File: src/hw/status_word_map.svh
// status word constants: bus offset, reset value and field positions
// assumes a word-addressed bus where each register takes one aligned word
`ifndef STATUS_WORD_MAP_SVH
`define STATUS_WORD_MAP_SVH

`define STAT_ADDR        32'h0000_00D0
`define STAT_RESET       8'h00
`define STAT_CARRY_BIT   7
`define STAT_HALF_BIT    6
`define STAT_USER0_BIT   5
`define STAT_BANK_HI_BIT 4
`define STAT_BANK_LO_BIT 3
`define STAT_OVF_BIT     2
`define STAT_USER1_BIT   1
`define STAT_PARITY_BIT  0
`define BANK_SHIFT      3

`endif

File: src/hw/status_word_pkg.sv
// types shared by the status word block and its flag calculator
// assumes no other package is needed
package status_word_pkg;

  typedef enum logic [2:0]
  {
    op_add,
    op_addc,
    op_subb,
    op_mul,
    op_div
  } alu_op_type;

  typedef struct packed
  {
    logic       valid;
    alu_op_type op;
    logic [7:0] a;
    logic [7:0] b;
  } alu_req_type;

  typedef struct packed
  {
    logic carry;
    logic half;
    logic ovf;
  } flags_type;

  typedef struct packed
  {
    logic       valid;
    logic [2:0] sel;
    logic       val;
  } bit_wr_type;

endpackage

File: src/hw/status_word_flags.sv
// processor status word with an ahb-lite register port
// assumes a single ahb-lite master and the accumulator on the same clock
//
// Design decision made here: the AHB-Lite interface to the registers.
`timescale 1ns/1ps
`include "status_word_map.svh"

// Function
// - half carry set on carry into or borrow from the upper nibble, else cleared
// - overflow set when add, addc or subb gives a wrong result sign
// - overflow set when a multiply product exceeds 255
// - overflow set when a divide has a zero divisor
// - otherwise add, addc, subb, mul and div clear overflow
// - user flag one is a bit-addressable software bit with no hardware effect
// - status word sits at location 0xD0; its stored bits reset to zero while parity keeps following the accumulator
module status_word_flags
  import status_word_pkg::*;
#(
  parameter int ACC_W = 8
)
(
  input  wire logic        sys_clk,
  input  wire logic        reset,
  input  wire logic        hsel,
  input  wire logic [31:0] haddr,
  input  wire logic [1:0]  htrans,
  input  wire logic        hwrite,
  input  wire logic [2:0]  hsize,
  input  wire logic [31:0] hwdata,
  input  wire logic        hready,
  output logic             hreadyout,
  output logic             hresp,
  output logic [31:0]      hrdata,
  input  alu_req_type      alu_req,
  input  bit_wr_type       bit_wr,
  input  wire logic [7:0]  acc,
  input  wire logic [2:0]  reg_index,
  output logic [7:0]       status_out,
  output logic [7:0]       work_reg_addr
);

  if (ACC_W != 8)
  begin : g_bad_width
    $error("status_word_flags serves an eight bit accumulator only");
  end

  // ----------------------------------------
  // bus slave
  // ----------------------------------------
  logic        wr_pend_ff;
  logic        rd_hit_ff;
  logic [6:0]  stat_ff;
  logic [31:0] hrdata_ff;
  logic [6:0]  nxt_stat;
  flags_type   alu_flags;

  wire logic addr_phase = hsel && htrans[1] && hready;
  wire logic stat_hit   = haddr == `STAT_ADDR;
  wire logic bus_wr     = wr_pend_ff;
  // parity is not held in stat_ff, so status_out can never disagree with the accumulator
  wire logic parity     = ^acc;

  assign hreadyout = 1'b1;
  assign hresp     = 1'b0;
  assign hrdata    = hrdata_ff;

  always_ff @(posedge sys_clk or posedge reset)
  begin
    if (reset)
    begin
      wr_pend_ff <= 1'b0;
      rd_hit_ff  <= 1'b0;
    end
    else
    begin
      wr_pend_ff <= addr_phase && hwrite && stat_hit;
      rd_hit_ff  <= addr_phase && !hwrite && stat_hit;
    end
  end

  // read data is captured from the next value so a write just before is seen
  always_ff @(posedge sys_clk or posedge reset)
  begin
    if (reset)
      hrdata_ff <= 32'h0000_0000;
    else if (addr_phase && !hwrite)
      hrdata_ff <= stat_hit ? {24'h00_0000, nxt_stat, parity} : 32'h0000_0000;
  end

  // ----------------------------------------
  // status word update
  // ----------------------------------------
  flag_calc u_flag_calc
  (
    .req   (alu_req),
    .cy_in (stat_ff[`STAT_CARRY_BIT - 1]),
    .flags (alu_flags)
  );

  // bus write first, then a core bit write, then arithmetic flags on top
  always_comb
  begin
    nxt_stat = stat_ff;
    if (bus_wr)
      nxt_stat = hwdata[7:1];
    if (bit_wr.valid && bit_wr.sel != 3'(`STAT_PARITY_BIT))
      nxt_stat[bit_wr.sel - 3'h1] = bit_wr.val;
    if (alu_req.valid)
    begin
      nxt_stat[`STAT_CARRY_BIT - 1] = alu_flags.carry;
      nxt_stat[`STAT_HALF_BIT - 1]  = alu_flags.half;
      nxt_stat[`STAT_OVF_BIT - 1]   = alu_flags.ovf;
    end
  end

  always_ff @(posedge sys_clk or posedge reset)
  begin
    if (reset)
      stat_ff <= 7'(`STAT_RESET >> 1);
    else
      stat_ff <= nxt_stat;
  end

  assign status_out = {stat_ff, parity};
  // a bank change takes effect next cycle; software must not use it at once
  assign work_reg_addr = {3'h0, stat_ff[`STAT_BANK_HI_BIT - 1 -: 2], reg_index};

  // ----------------------------------------
  // checks
  // ----------------------------------------
  wire logic [4:0] exp_half = {1'b0, alu_req.a[3:0]} + {1'b0, alu_req.b[3:0]};
  wire logic [7:0] exp_sum  = alu_req.a + alu_req.b;
  wire logic [8:0] exp_sub  = {1'b0, alu_req.a} - {1'b0, alu_req.b} - {8'h00, status_out[`STAT_CARRY_BIT]};
  wire logic       mul_big  = ({8'h00, alu_req.a} * {8'h00, alu_req.b}) > 16'h00FF;
  wire logic       is_add   = alu_req.valid && alu_req.op == op_add;

  a_half_carry_add: assert property (@(posedge sys_clk) disable iff (reset)
    is_add |=> status_out[`STAT_HALF_BIT] == $past(exp_half[4]))
    else $error("half carry wrong after add");
  a_overflow_sign: assert property (@(posedge sys_clk) disable iff (reset)
    is_add |=> status_out[`STAT_OVF_BIT] ==
      $past(alu_req.a[7] == alu_req.b[7] && exp_sum[7] != alu_req.a[7]))
    else $error("overflow wrong after add");
  a_overflow_mul: assert property (@(posedge sys_clk) disable iff (reset)
    alu_req.valid && alu_req.op == op_mul && mul_big |=> status_out[`STAT_OVF_BIT])
    else $error("multiply overflow not flagged");
  a_overflow_div: assert property (@(posedge sys_clk) disable iff (reset)
    alu_req.valid && alu_req.op == op_div && alu_req.b == 8'h00 |=> status_out[`STAT_OVF_BIT])
    else $error("divide by zero not flagged");
  a_overflow_clear: assert property (@(posedge sys_clk) disable iff (reset)
    alu_req.valid && ((alu_req.op == op_mul && !mul_big) || (alu_req.op == op_div && alu_req.b != 8'h00))
    |=> !status_out[`STAT_OVF_BIT])
    else $error("overflow not cleared");
  a_user_flag_hold: assert property (@(posedge sys_clk) disable iff (reset)
    !bus_wr && !bit_wr.valid |=> $stable(status_out[`STAT_USER1_BIT]))
    else $error("user flag changed without a write");
  a_parity_read: assert property (@(posedge sys_clk) disable iff (reset)
    addr_phase && !hwrite && stat_hit |=> hrdata[0] == $past(^acc))
    else $error("parity readback wrong");
  a_bus_readback: assert property (@(posedge sys_clk) disable iff (reset)
    bus_wr && !bit_wr.valid && !alu_req.valid ##1 addr_phase && !hwrite && stat_hit && !bit_wr.valid
    && !alu_req.valid |=> hrdata[7:1] == $past(hwdata[7:1], 2))
    else $error("status word readback wrong");
  a_bank_base: assert property (@(posedge sys_clk) disable iff (reset)
    bus_wr && !bit_wr.valid |=> work_reg_addr[4:3] == $past(hwdata[4:3]))
    else $error("bank base does not follow bank select");
  a_carry_subb: assert property (@(posedge sys_clk) disable iff (reset)
    alu_req.valid && alu_req.op == op_subb |=> status_out[`STAT_CARRY_BIT] == $past(exp_sub[8]))
    else $error("borrow wrong after subtract");

  c_add_carry: cover property (@(posedge sys_clk) disable iff (reset) is_add && exp_half[4]);
  c_mul_big:   cover property (@(posedge sys_clk) disable iff (reset)
    alu_req.valid && alu_req.op == op_mul && mul_big);
  c_div_zero:  cover property (@(posedge sys_clk) disable iff (reset)
    alu_req.valid && alu_req.op == op_div && alu_req.b == 8'h00);
  c_stat_read: cover property (@(posedge sys_clk) disable iff (reset) rd_hit_ff);

endmodule

File: src/hw/flag_calc.sv
// arithmetic flag calculator for the status word
// assumes operands are stable in the cycle the request is valid
`timescale 1ns/1ps

module flag_calc
  import status_word_pkg::*;
(
  input  alu_req_type req,
  input  wire logic   cy_in,
  output flags_type   flags
);

  // ----------------------------------------
  // arithmetic helpers
  // ----------------------------------------
  function automatic logic [8:0] add9(input logic [7:0] x, input logic [7:0] y, input logic c);
    add9 = {1'b0, x} + {1'b0, y} + {8'h00, c};
  endfunction

  function automatic logic [8:0] sub9(input logic [7:0] x, input logic [7:0] y, input logic c);
    sub9 = {1'b0, x} - {1'b0, y} - {8'h00, c};
  endfunction

  wire logic        cin   = (req.op == op_addc || req.op == op_subb) ? cy_in : 1'b0;
  wire logic [8:0]  sum   = add9(req.a, req.b, cin);
  wire logic [8:0]  dif   = sub9(req.a, req.b, cin);
  wire logic [8:0]  hsum  = add9({4'h0, req.a[3:0]}, {4'h0, req.b[3:0]}, cin);
  wire logic [8:0]  hdif  = sub9({4'h0, req.a[3:0]}, {4'h0, req.b[3:0]}, cin);
  wire logic [15:0] prod  = {8'h00, req.a} * {8'h00, req.b};
  wire logic        ov_ad = (req.a[7] == req.b[7]) && (sum[7] != req.a[7]);
  wire logic        ov_sb = (req.a[7] != req.b[7]) && (dif[7] != req.a[7]);
  wire logic        is_ad = req.op == op_add || req.op == op_addc;
  wire logic        is_sb = req.op == op_subb;

  // ----------------------------------------
  // flag selection
  // ----------------------------------------
  // multiply and divide produce no carries, so both carries clear for them
  assign flags.carry = is_ad ? sum[8] : (is_sb ? dif[8] : 1'b0);
  assign flags.half  = is_ad ? hsum[4] : (is_sb ? hdif[4] : 1'b0);
  assign flags.ovf   = is_ad ? ov_ad :
                    is_sb ? ov_sb :
                    (req.op == op_mul) ? (|prod[15:8]) :
                    (req.op == op_div) ? (req.b == 8'h00) :
                    1'b0;

endmodule

File: config.mk
export PLATFORM = sky130hd
export DESIGN_NAME = status_word_flags
export DESIGN_NICKNAME = d
export VERILOG_FILES = /design/src/hw/status_word_pkg.sv /design/src/hw/status_word_flags.sv /design/src/hw/flag_calc.sv
export VERILOG_INCLUDE_DIRS = /design/src /design/src/hw
export SDC_FILE = /design/constraint.sdc
export NUM_CORES = 1
export LEC_CHECK = 0
export ABC_AREA = 1
export BUFFER_PORTS_ARGS = -buffer_cell sky130_fd_sc_hd__buf_2
export CORE_UTILIZATION = 41
export DETAILED_ROUTE_END_ITERATION = 12
export GPL_TIMING_DRIVEN = 0
export MAX_ROUTING_LAYER = met4
export PLACE_DENSITY = 0.69
export SLEW_MARGIN = 30
export SYNTH_ARGS = -nofsm -noshare
export SYNTH_HDL_FRONTEND = slang
export SYNTH_SLANG_ARGS = --single-unit
File: constraint.sdc
create_clock -name sys_clk -period 2.57 [get_ports sys_clk]
set_input_delay 0.771 -clock sys_clk [delete_from_list [all_inputs] [get_ports sys_clk]]
set_output_delay 0.771 -clock sys_clk [all_outputs]
set_load 0.01 [all_outputs]
# Word level (Yosys, flattened, before mapping)
# Index checks and enable logic that the tools add are counted.
classes:
  n_addsub: 9
  mul: 1
  div: 0
  magnitude_cmp: 2
  eq_ne: 9
  shift: 0
  mux: 17
  bitwise: 0
  reduce_logical: 17
ops:
  columns: ["cell", "n"]
  rows:
  - ["$eq A32 B8 Y1 const B", 1]
  - ["$mul A8 B8 Y16", 1]
  - ["$mux W7", 2]
  - ["$mux W1", 11]
  - ["$add A8 B8 Y9", 1]
  - ["$add A9 B1 Y9", 1]
  - ["$logic_and A1 B1 Y1", 9]
  - ["$sub A8 B8 Y9", 1]
  - ["$sub A9 B1 Y9", 1]
  - ["$logic_not A8 Y1", 1]
  - ["$mux W8", 1]
  - ["$reduce_or A8 Y1", 1]
  - ["$reduce_xor A8 Y1", 1]
  - ["$bwmux W7", 1]
  - ["$eq A3 B2 Y1 const B", 2]
  - ["$add A4 B4 Y5", 1]
  - ["$add A5 B1 Y5", 1]
  - ["$sub A4 B4 Y5", 1]
  - ["$sub A5 B1 Y5", 1]
  - ["$lt A3 B4 Y1 const B", 1]
  - ["$demux W1 S3", 1]
  - ["$eq A3 B1 Y1 const B", 1]
  - ["$eq A3 B3 Y1 const B", 1]
  - ["$ge A3 B1 Y1 const B", 1]
  - ["8 further kinds", 11]
totals:
  register_bits: 40
  latch_bits: 0
  ramBits: 0
  rom_bits: 0
  out_inout_bits: 50
  mem_count: 0

# Depth between registers and ports, before layout
# Gate-level depths: netlist (run 1).
depth:
  depth_word: 10
  mapped_depth: 26
  mapped_depth_nobuf: 26

# Modules after synthesis
# A second synthesis (run 1) with hierarchy kept.
hier_totals:
  hier_cells: 655
  area_unflattened_um2: 4334.2
by_module_without_submodules:
  columns: ["mod", "instances", "cells_each", "area_each_um2", "seq_area_each_um2"]
  rows:
  - ["flag_calc", 1, 426, 2822.7, 0.0]
  - ["status_word_flags", 1, 229, 1511.4, 400.4]

# Least setup slack after synthesis (run 1)
# Ideal clock, no wire load.
synth_timing:
  path_type: "input to register"
  start: "in alu_req[7] in the netlist's numbering"
  end: "reg hrdata_ff[2], in the netlist hrdata[2]"
  setup_ns: 0.117
  arrival_ns: 4.509
  setup_slack_ns: -2.056
  cell_stages: 20
  path_buffers: 1
  path_cell_list: "clkbuf_1 -> nand2_1 -> fa_1 -> fa_1 -> fa_1 -> inv_1 -> fa_1 -> ha_1 -> a21oi_1 -> nand2_1 -> a21oi_1 -> nand2_1 -> nand2_1 -> nand2_1 -> nor3_2 -> nand3_1 -> nand3_2 -> nand2_1 -> nand3_1 -> nand2_1"
synth_via:
  elab_chain_len: 8
synth_lines:
  columns: ["element", "line", "rtl"]
  rows:
  - ["from (decl)", "status_word_flags.sv:34", "input alu_req_type alu_req,"]
  - ["branches (longest 5 deep; another with $mul A8 B8 Y16)", null, null]
  - ["$mux W1 (*)", "flag_calc.sv:41", "assign flags.ovf = is_ad ? ov_ad :"]
  - ["$mux W1 (*)", "status_word_flags.sv:108", "if (alu_req.valid)"]
  - ["$mux W8 (*)", "status_word_flags.sv:87", "hrdata_ff <= stat_hit ? {24'h00_0000, nxt_stat, parity} : 32'h0000_0000;"]
  - ["to (signal assigned)", "status_word_flags.sv:87", null]
  - ["to (decl)", "status_word_flags.sv:53", "logic [31:0] hrdata_ff;"]
# Mark *: on every way between the ends.
# A chain may end at the register's enable or synchronous reset.

# Final worst setup path (run 1)
layout_timing:
  start: "in alu_req[10] in the netlist's numbering"
  end: "reg hrdata_ff[2], in the netlist hrdata[2]"
# The elaborated chain is that of the path after synthesis.

==> results of run 1 <==
==> kinds of logic (layout without fill, tap and decap cells) <==
| group | Yosys count | count (layout) | synth area share (%) |
|---|---|---|---|
| simple gates | 255 | 255 | 26.2 |
| fa+ha+maj | 91 | 91 | 34.2 |
| buf+inv | 198 | 320 | 21.3 |
| flops | 16 | 16 | 9.68 |
| compound gates | 42 | 42 | 6.23 |
| mux | 1 | 1 | 0.242 |
| xor+xnor | 9 | 9 | 1.91 |
| other cells | 2 | 29 | 0.182 |
==> flip-flops by register name (all words and copies together), names as in the netlist <==
name	count
stat_ff	7
hrdata	8
bus_wr	1
==> cell usage in the layout (no fill, tap or decap), types with 2 or more instances in the layout <==
cell,instances
a21oi_1,9
a21oi_2,6
buf_2,89
buf_4,56
buf_6,9
buf_8,5
clkbuf_16,2
clkbuf_8,11
conb_1,29
dfrtp_1,16
fa_1,34
fa_2,3
ha_1,47
ha_4,7
inv_1,136
inv_2,7
inv_4,2
nand2_1,149
nand2_2,20
nand2_4,7
nand3_1,15
nand3_2,6
nand3b_1,2
nand4_1,6
nor2_1,27
nor2_2,4
nor2_4,3
nor3_4,2
nor4_1,7
o21a_1,5
o21ai_0,7
o21ai_1,2
o21ai_2,2
o21bai_1,2
or2_2,2
xnor2_1,6
xor2_1,3
==> cell type report <==
class | instances | area (µm²)
flip-flops and latches | 16 | 400
repair buffers | 118 | 707
well taps | 133 | 166
multi-input cells | 427 | 3260
inverters | 146 | 553
fillers | 912 | 4140
plain buffers | 52 | 493
clock buffers | 4 | 55.1
==> worst max-delay path, delay by kind of cell <==
kind / cells / cell delay [ns]
buf+inv: 5 / 0.43
fa+ha+maj: 5 / 2.42
simple gates: 12 / 1.07
==> timing repair <==
item                                    CTS  global route
endpoints found under the setup margin    5             5
pin swaps                                21            17
setup buffers                            16             4
gates cloned                              0             0
resized for setup                        78            24
==> power by group <==
part | internal [mW] | switching (mW)
Combinational | 1.07 | 1.38
Sequential | 0.277 | 0.0179
Clock | 0.136 | 0.0895
==> final timing paths <==
kind	start	endpoint	slack, ns
setup / recovery	alu_req[10]	hrdata[2]$_DFFE_PP0P_	-1.95
hold / removal	hrdata[2]$_DFFE_PP0P_	hrdata[2]$_DFFE_PP0P_	0.48
setup reg to reg	stat_ff[6]$_DFF_PP0_	hrdata[2]$_DFFE_PP0P_	0.32
hold reg to reg	hrdata[2]$_DFFE_PP0P_	hrdata[2]$_DFFE_PP0P_	0.48
max in group asynchronous	reset	stat_ff[3]$_DFF_PP0_	1.62
min in group asynchronous	reset	hrdata[5]$_DFFE_PP0P_	0.57
==> metrics by stage <==
stage                     TNS, ns  utilization, %
after global placement      -6.11            51.7
after floorplan             -3.58               -
after CTS                   -3.82            56.6
after detailed placement    -6.23            51.7
after global routing        -4.32            57.7
final                       -3.80            57.7
==> routing by layer <==
| layer | share of wire, % | GRT usage (%) |
|---|---|---|
| met1 | 41 | 22.8 |
| met2 | 52 | 38.2 |
| met3 | 4.5 | 1.85 |
| met4 | 3.1 | 8.02 |
| met5 | 0 | - |
==> impl_metrics.toml, run 1 <==
[placed_design]
gp_congestion = 0.860
placed_cells = 872
dpl_worst_slack_ns = -2.40
portBuffers = 98
place_hpwl_um = 8570
post_dp_cell_area_mm2 = 0.00506

[logic_synthesis]
synth_area_mm2 = 0.00414
avgSynthCellArea_um2 = 6.74
synth_edf_count = 0
synth_warnings = 0
synth_area_leaders = "fa_1 (18%), ha_1 (16%), nand2_1 (16%)"
synthMostInstantiatedCell = "nand2_1"
ys_seq_elements = 16
synth_top_cell_by_area = "fa_1"
yosys_most_used_dff = "dfrtp_1"
synth_cell_types = 40
ys_seq_area_share_pct = 9.68
ys_top_cells_by_count = "nand2_1 (172), inv_1 (145), ha_1 (54)"
async_reset_ff_share_pct = 100
synth_top_cell_area_share_pct = 17.9
syn_inst = 614

[global_route]
grt_pass1_wl_um = 16700
overflow = 0
grt_pass1_vias = 3870
track_usage_pct = 20.7
antenna_found_initial = 0
grt_max_degree = 17

[hold_path]
min_delay_path_depth = 2
min_path_type = "reg2reg"

[outcome]
status = "finished, violations left"
failed_checks = "negative setup slack"

[setup_path]
critPathMaxFanout = 6
arrival_ns = 4.66
worst-setup-path-type = "in2reg"
required_ns = 2.72
startpoint_type = "input pin"
cp-end-kind = "flop"
reg2regPathDepth = 16
critPathSlowestCell = "fa_1"
critPathMaxStageDelay_ns = 0.58
crit_chain = "buf_2, clkbuf_8, nand2_4, fa_1, fa_1, fa_1, inv_1, fa_1, ha_4, nand2_2, inv_2, nand2_1, inv_1, nand2_1, nand3_1, nand3_2, nor3_4, nand3_2, nand3_2, nand2_1, nand3_1, nand2_1"

[timing]
finalCritPeriodShare_pct = 176
fmax_mhz = 221
fin_worst_skew_ns = 0.000645
whs_ns = 0.481
slew_headroom_pct = 60.7
finalSetupViolations = 3
min_period_ns = 4.52
rsz0062_at_grt = "yes"
tightest_slew_ns = 0.589
setup_slack_ns = -1.95
maxSlewViolCount = 0
hold_viol = 0

[route]
drc = 0
routed_wl_um = 10400
postRouteAntennaNets = 0
firstDrtPassIters = 6
vias_per_cell = 4.51
drt_iter0_drc = 126
wl_per_cell_um = 11.7
num_vias = 4045

[finish]
areaGrowthSynthToFinish_pct = 36.3
antennaDiodeCount = 0
drive_above_1_share_pct = 32.6
nets = 965
design_area_mm2 = 0.00564
final_cell_count_no_fill = 896

[flow_run]
max_cap_violations = 0

[clock_network]
clkTransAtPathRegs_ns = 0.06
cts.sinks = 16
cts_root_buf = "clkbuf_8"
cts_buffers = 3
clockBufferDepth = 2
ctsHoldBuffers = 0
cts_tree = "yes"
cts.htree.levels = 1
clk_latency_ns = 0.25

[power_and_ir_drop]
ir_drop_v = 0.000426
powerDensity_mw_per_mm2 = 526
p_leak_nw = 3.41
total_power_mw = 2.97

[floorplanning]
std_cell_rows = 36
ios = 160
die_w_um = 102
initial_core_util_pct = 42.3
dieArea_mm2 = 0.0105
core-area_mm2 = 0.00977
die_h_um = 102
Note: power is estimated with default switching activity, not from simulation.
==> run 2, diff against run 1 <==
--- a/config.mk
+++ b/config.mk
@@ -8,11 +8,11 @@
 export LEC_CHECK = 0
 export ABC_AREA = 1
 export BUFFER_PORTS_ARGS = -buffer_cell sky130_fd_sc_hd__buf_2
-export CORE_UTILIZATION = 41
+export CORE_UTILIZATION = 30
 export DETAILED_ROUTE_END_ITERATION = 12
 export GPL_TIMING_DRIVEN = 0
 export MAX_ROUTING_LAYER = met4
-export PLACE_DENSITY = 0.69
+export SKIP_LAST_GASP = 1
 export SLEW_MARGIN = 30
 export SYNTH_ARGS = -nofsm -noshare
 export SYNTH_HDL_FRONTEND = slang
==> run 2 against run 1 <==
The flow still finishes with violations (negative setup slack). Clock skew increased by 0.0045 ns. Hold slack got worse by 0.012 ns. Maximum frequency rose by 1.2%. Total power grew 16%. Final cell count is 7.8% higher. Utilization fell by 11 points. Sequential power about the same. Non-clock buffer count is 27 higher. Combinational power grew 14%. Design area up 10%. Critical path depth increased by 1. Critical path type unchanged. Largest cell class unchanged.
==> impl_metrics.toml, run 2 (synthesis gave the netlist of run 1 again) <==
[clock_network]
cts_tree = "yes"
clkTransAtPathRegs_ns = 0.05
cts.htree.levels = 1
cts_buffers = 3
cts.sinks = 16
clockBufferDepth = 2
cts_root_buf = "clkbuf_16"
clk_latency_ns = 0.25

[setup_path]
reg2regPathDepth = 15
r2r-end = "hrdata[2]$_DFFE_PP0P_"
r2r_slack_ns = 0.25
worst-setup-path-type = "in2reg"
critPathLaunch = "alu_req[6]"
required_ns = 2.70
startpoint_type = "input pin"
cp-end-kind = "flop"
critPathMaxFanout = 7
timing.rr.start = "stat_ff[6]$_DFF_PP0_"
worstSetupEndpoint = "hrdata[2]$_DFFE_PP0P_"
arrival_ns = 4.59

[floorplanning]
dieArea_mm2 = 0.0143
std_cell_rows = 42
core-area_mm2 = 0.0133
initial_core_util_pct = 31.0
ios = 160
die_h_um = 119
die_w_um = 119

[power_and_ir_drop]
power.switching_mw = 1.67
p_seq_share_pct = 8.6
pwr-share-comb_pct = 81.6
ir_drop_v = 0.000313
p_clk_share_pct = 9.7
p_leak_nw = 3.60
p_sw_share_pct = 48.8
powerDensity_mw_per_mm2 = 552
intPower_mw = 1.75
total_power_mw = 3.43

[finish]
final_cell_count_no_fill = 966
mostFrequentLayoutCell = "nand2_1"
mostFrequentLayoutCells = "nand2_1 (142), inv_1 (129), buf_2 (87)"
antennaDiodeCount = 0
drive_above_1_share_pct = 39.1
nets = 992
largest_register_ffs = 8
final_core_util_pct = 46.5
areaGrowthSynthToFinish_pct = 50.2

[timing]
rsz0062_at_grt = "yes"
tightest_slew_ns = 0.639
setup_slack_ns = -1.89
fin_worst_skew_ns = 0.00516
fmax_mhz = 224
min_period_ns = 4.46
finalCritPeriodShare_pct = 174
finalSetupViolations = 4
hold_viol = 0
slew_headroom_pct = 57.4
setup_tns_ns = -3.75
maxSlewViolCount = 0

[outcome]
failed_checks = "negative setup slack"
status = "finished, violations left"

[flow_run]
max_cap_violations = 0

[hold_path]
min_path_type = "reg2reg"
min_delay_path_depth = 2
worstHoldStart = "hrdata[2]$_DFFE_PP0P_"

[global_route]
grt_max_degree = 17
overflow = 0
track_usage_pct = 16.3
grt_pass1_vias = 3785
antenna_found_initial = 0
grt_pass1_wl_um = 18300

[route]
drt_iter0_drc = 149
num_vias = 4092
wl_per_cell_um = 12.0
firstDrtPassIters = 4
routed_wl_um = 11600
postRouteAntennaNets = 0
drc = 0
vias_per_cell = 4.24

[placed_design]
gp_congestion = 0.853
placed_cells = 915
portBuffers = 98
place_hpwl_um = 8770
run 2: final cells by class:
type / count / area, µm²
flip-flops and latches: 16 / 400
fillers: 1325 / 7140
well taps: 176 / 220
multi-input cells: 427 / 3450
repair buffers: 145 / 956
inverters: 146 / 578
plain buffers: 52 / 517
clock buffers: 4 / 88.8
run 2: timing repair:
action,CTS,global route
hold buffers,0,0
pin swaps,48,60
endpoints found under the setup margin,6,6
endpoints found under the hold margin,0,0
resized for setup,80,87
buffers inserted,47,6
run 2: worst min-delay path by stage:
stage,to
final,hrdata[2]$_DFFE_PP0P_
after global routing,hrdata[0]$_DFFE_PP0P_
after detailed placement,hrdata[2]$_DFFE_PP0P_
after CTS,hrdata[2]$_DFFE_PP0P_
after floorplan,hrdata[6]$_DFFE_PP0P_
after global placement,hrdata[0]$_DFFE_PP0P_
run 2: critical path: stages:
cell and delay (ns):
buf_4 0.13, buf_8 0.13, buf_4 0.13, nand2_2 0.06, inv_2 0.04, fa_2 0.53, inv_2 0.04, fa_2 0.51
inv_1 0.04, fa_1 0.54, ha_4 0.23, ha_4 0.33, nand2_4 0.08, nor4_4 0.27, nand2_1 0.11, nand3_1 0.07
nand2_1 0.06, nor2_1 0.12, nand3_2 0.10, nand3_2 0.10, nand2_2 0.06, nand3_2 0.06, nand2_1 0.05
run 2: power groups by stage:
stage / registers (mW) / clock network (mW) / logic (mW)
after CTS: 0.295 / 0.339 / 2.40
after floorplan: 0.307 / 0 / 1.47
after detailed placement: 0.299 / 0 / 1.91
final: 0.296 / 0.334 / 2.80
after global placement: 0.298 / 0 / 1.91
after global routing: 0.298 / 0.354 / 3.10
run 2: through the flow:
stage	hold slack (ns)	area, µm²	setup slack [ns]
CTS	0.475	5880	-1.85
detailed placement	0.463	5110	-2.33
finish	0.469	6210	-1.89
global route	0.491	6210	-2.05
global placement	0.460	5110	-2.31
floorplan	0.515	4400	-1.78
run 2: layer usage:
layer	up-vias	wire, µm	track usage, %	part of all wire [%]
met3	12	449	0.910	3.9
met5	-	0	-	0
li1	2130	-	-	-
met1	1869	5320	22.3	46
met2	81	5700	27.1	49
met4	0	114	2.58	0.98
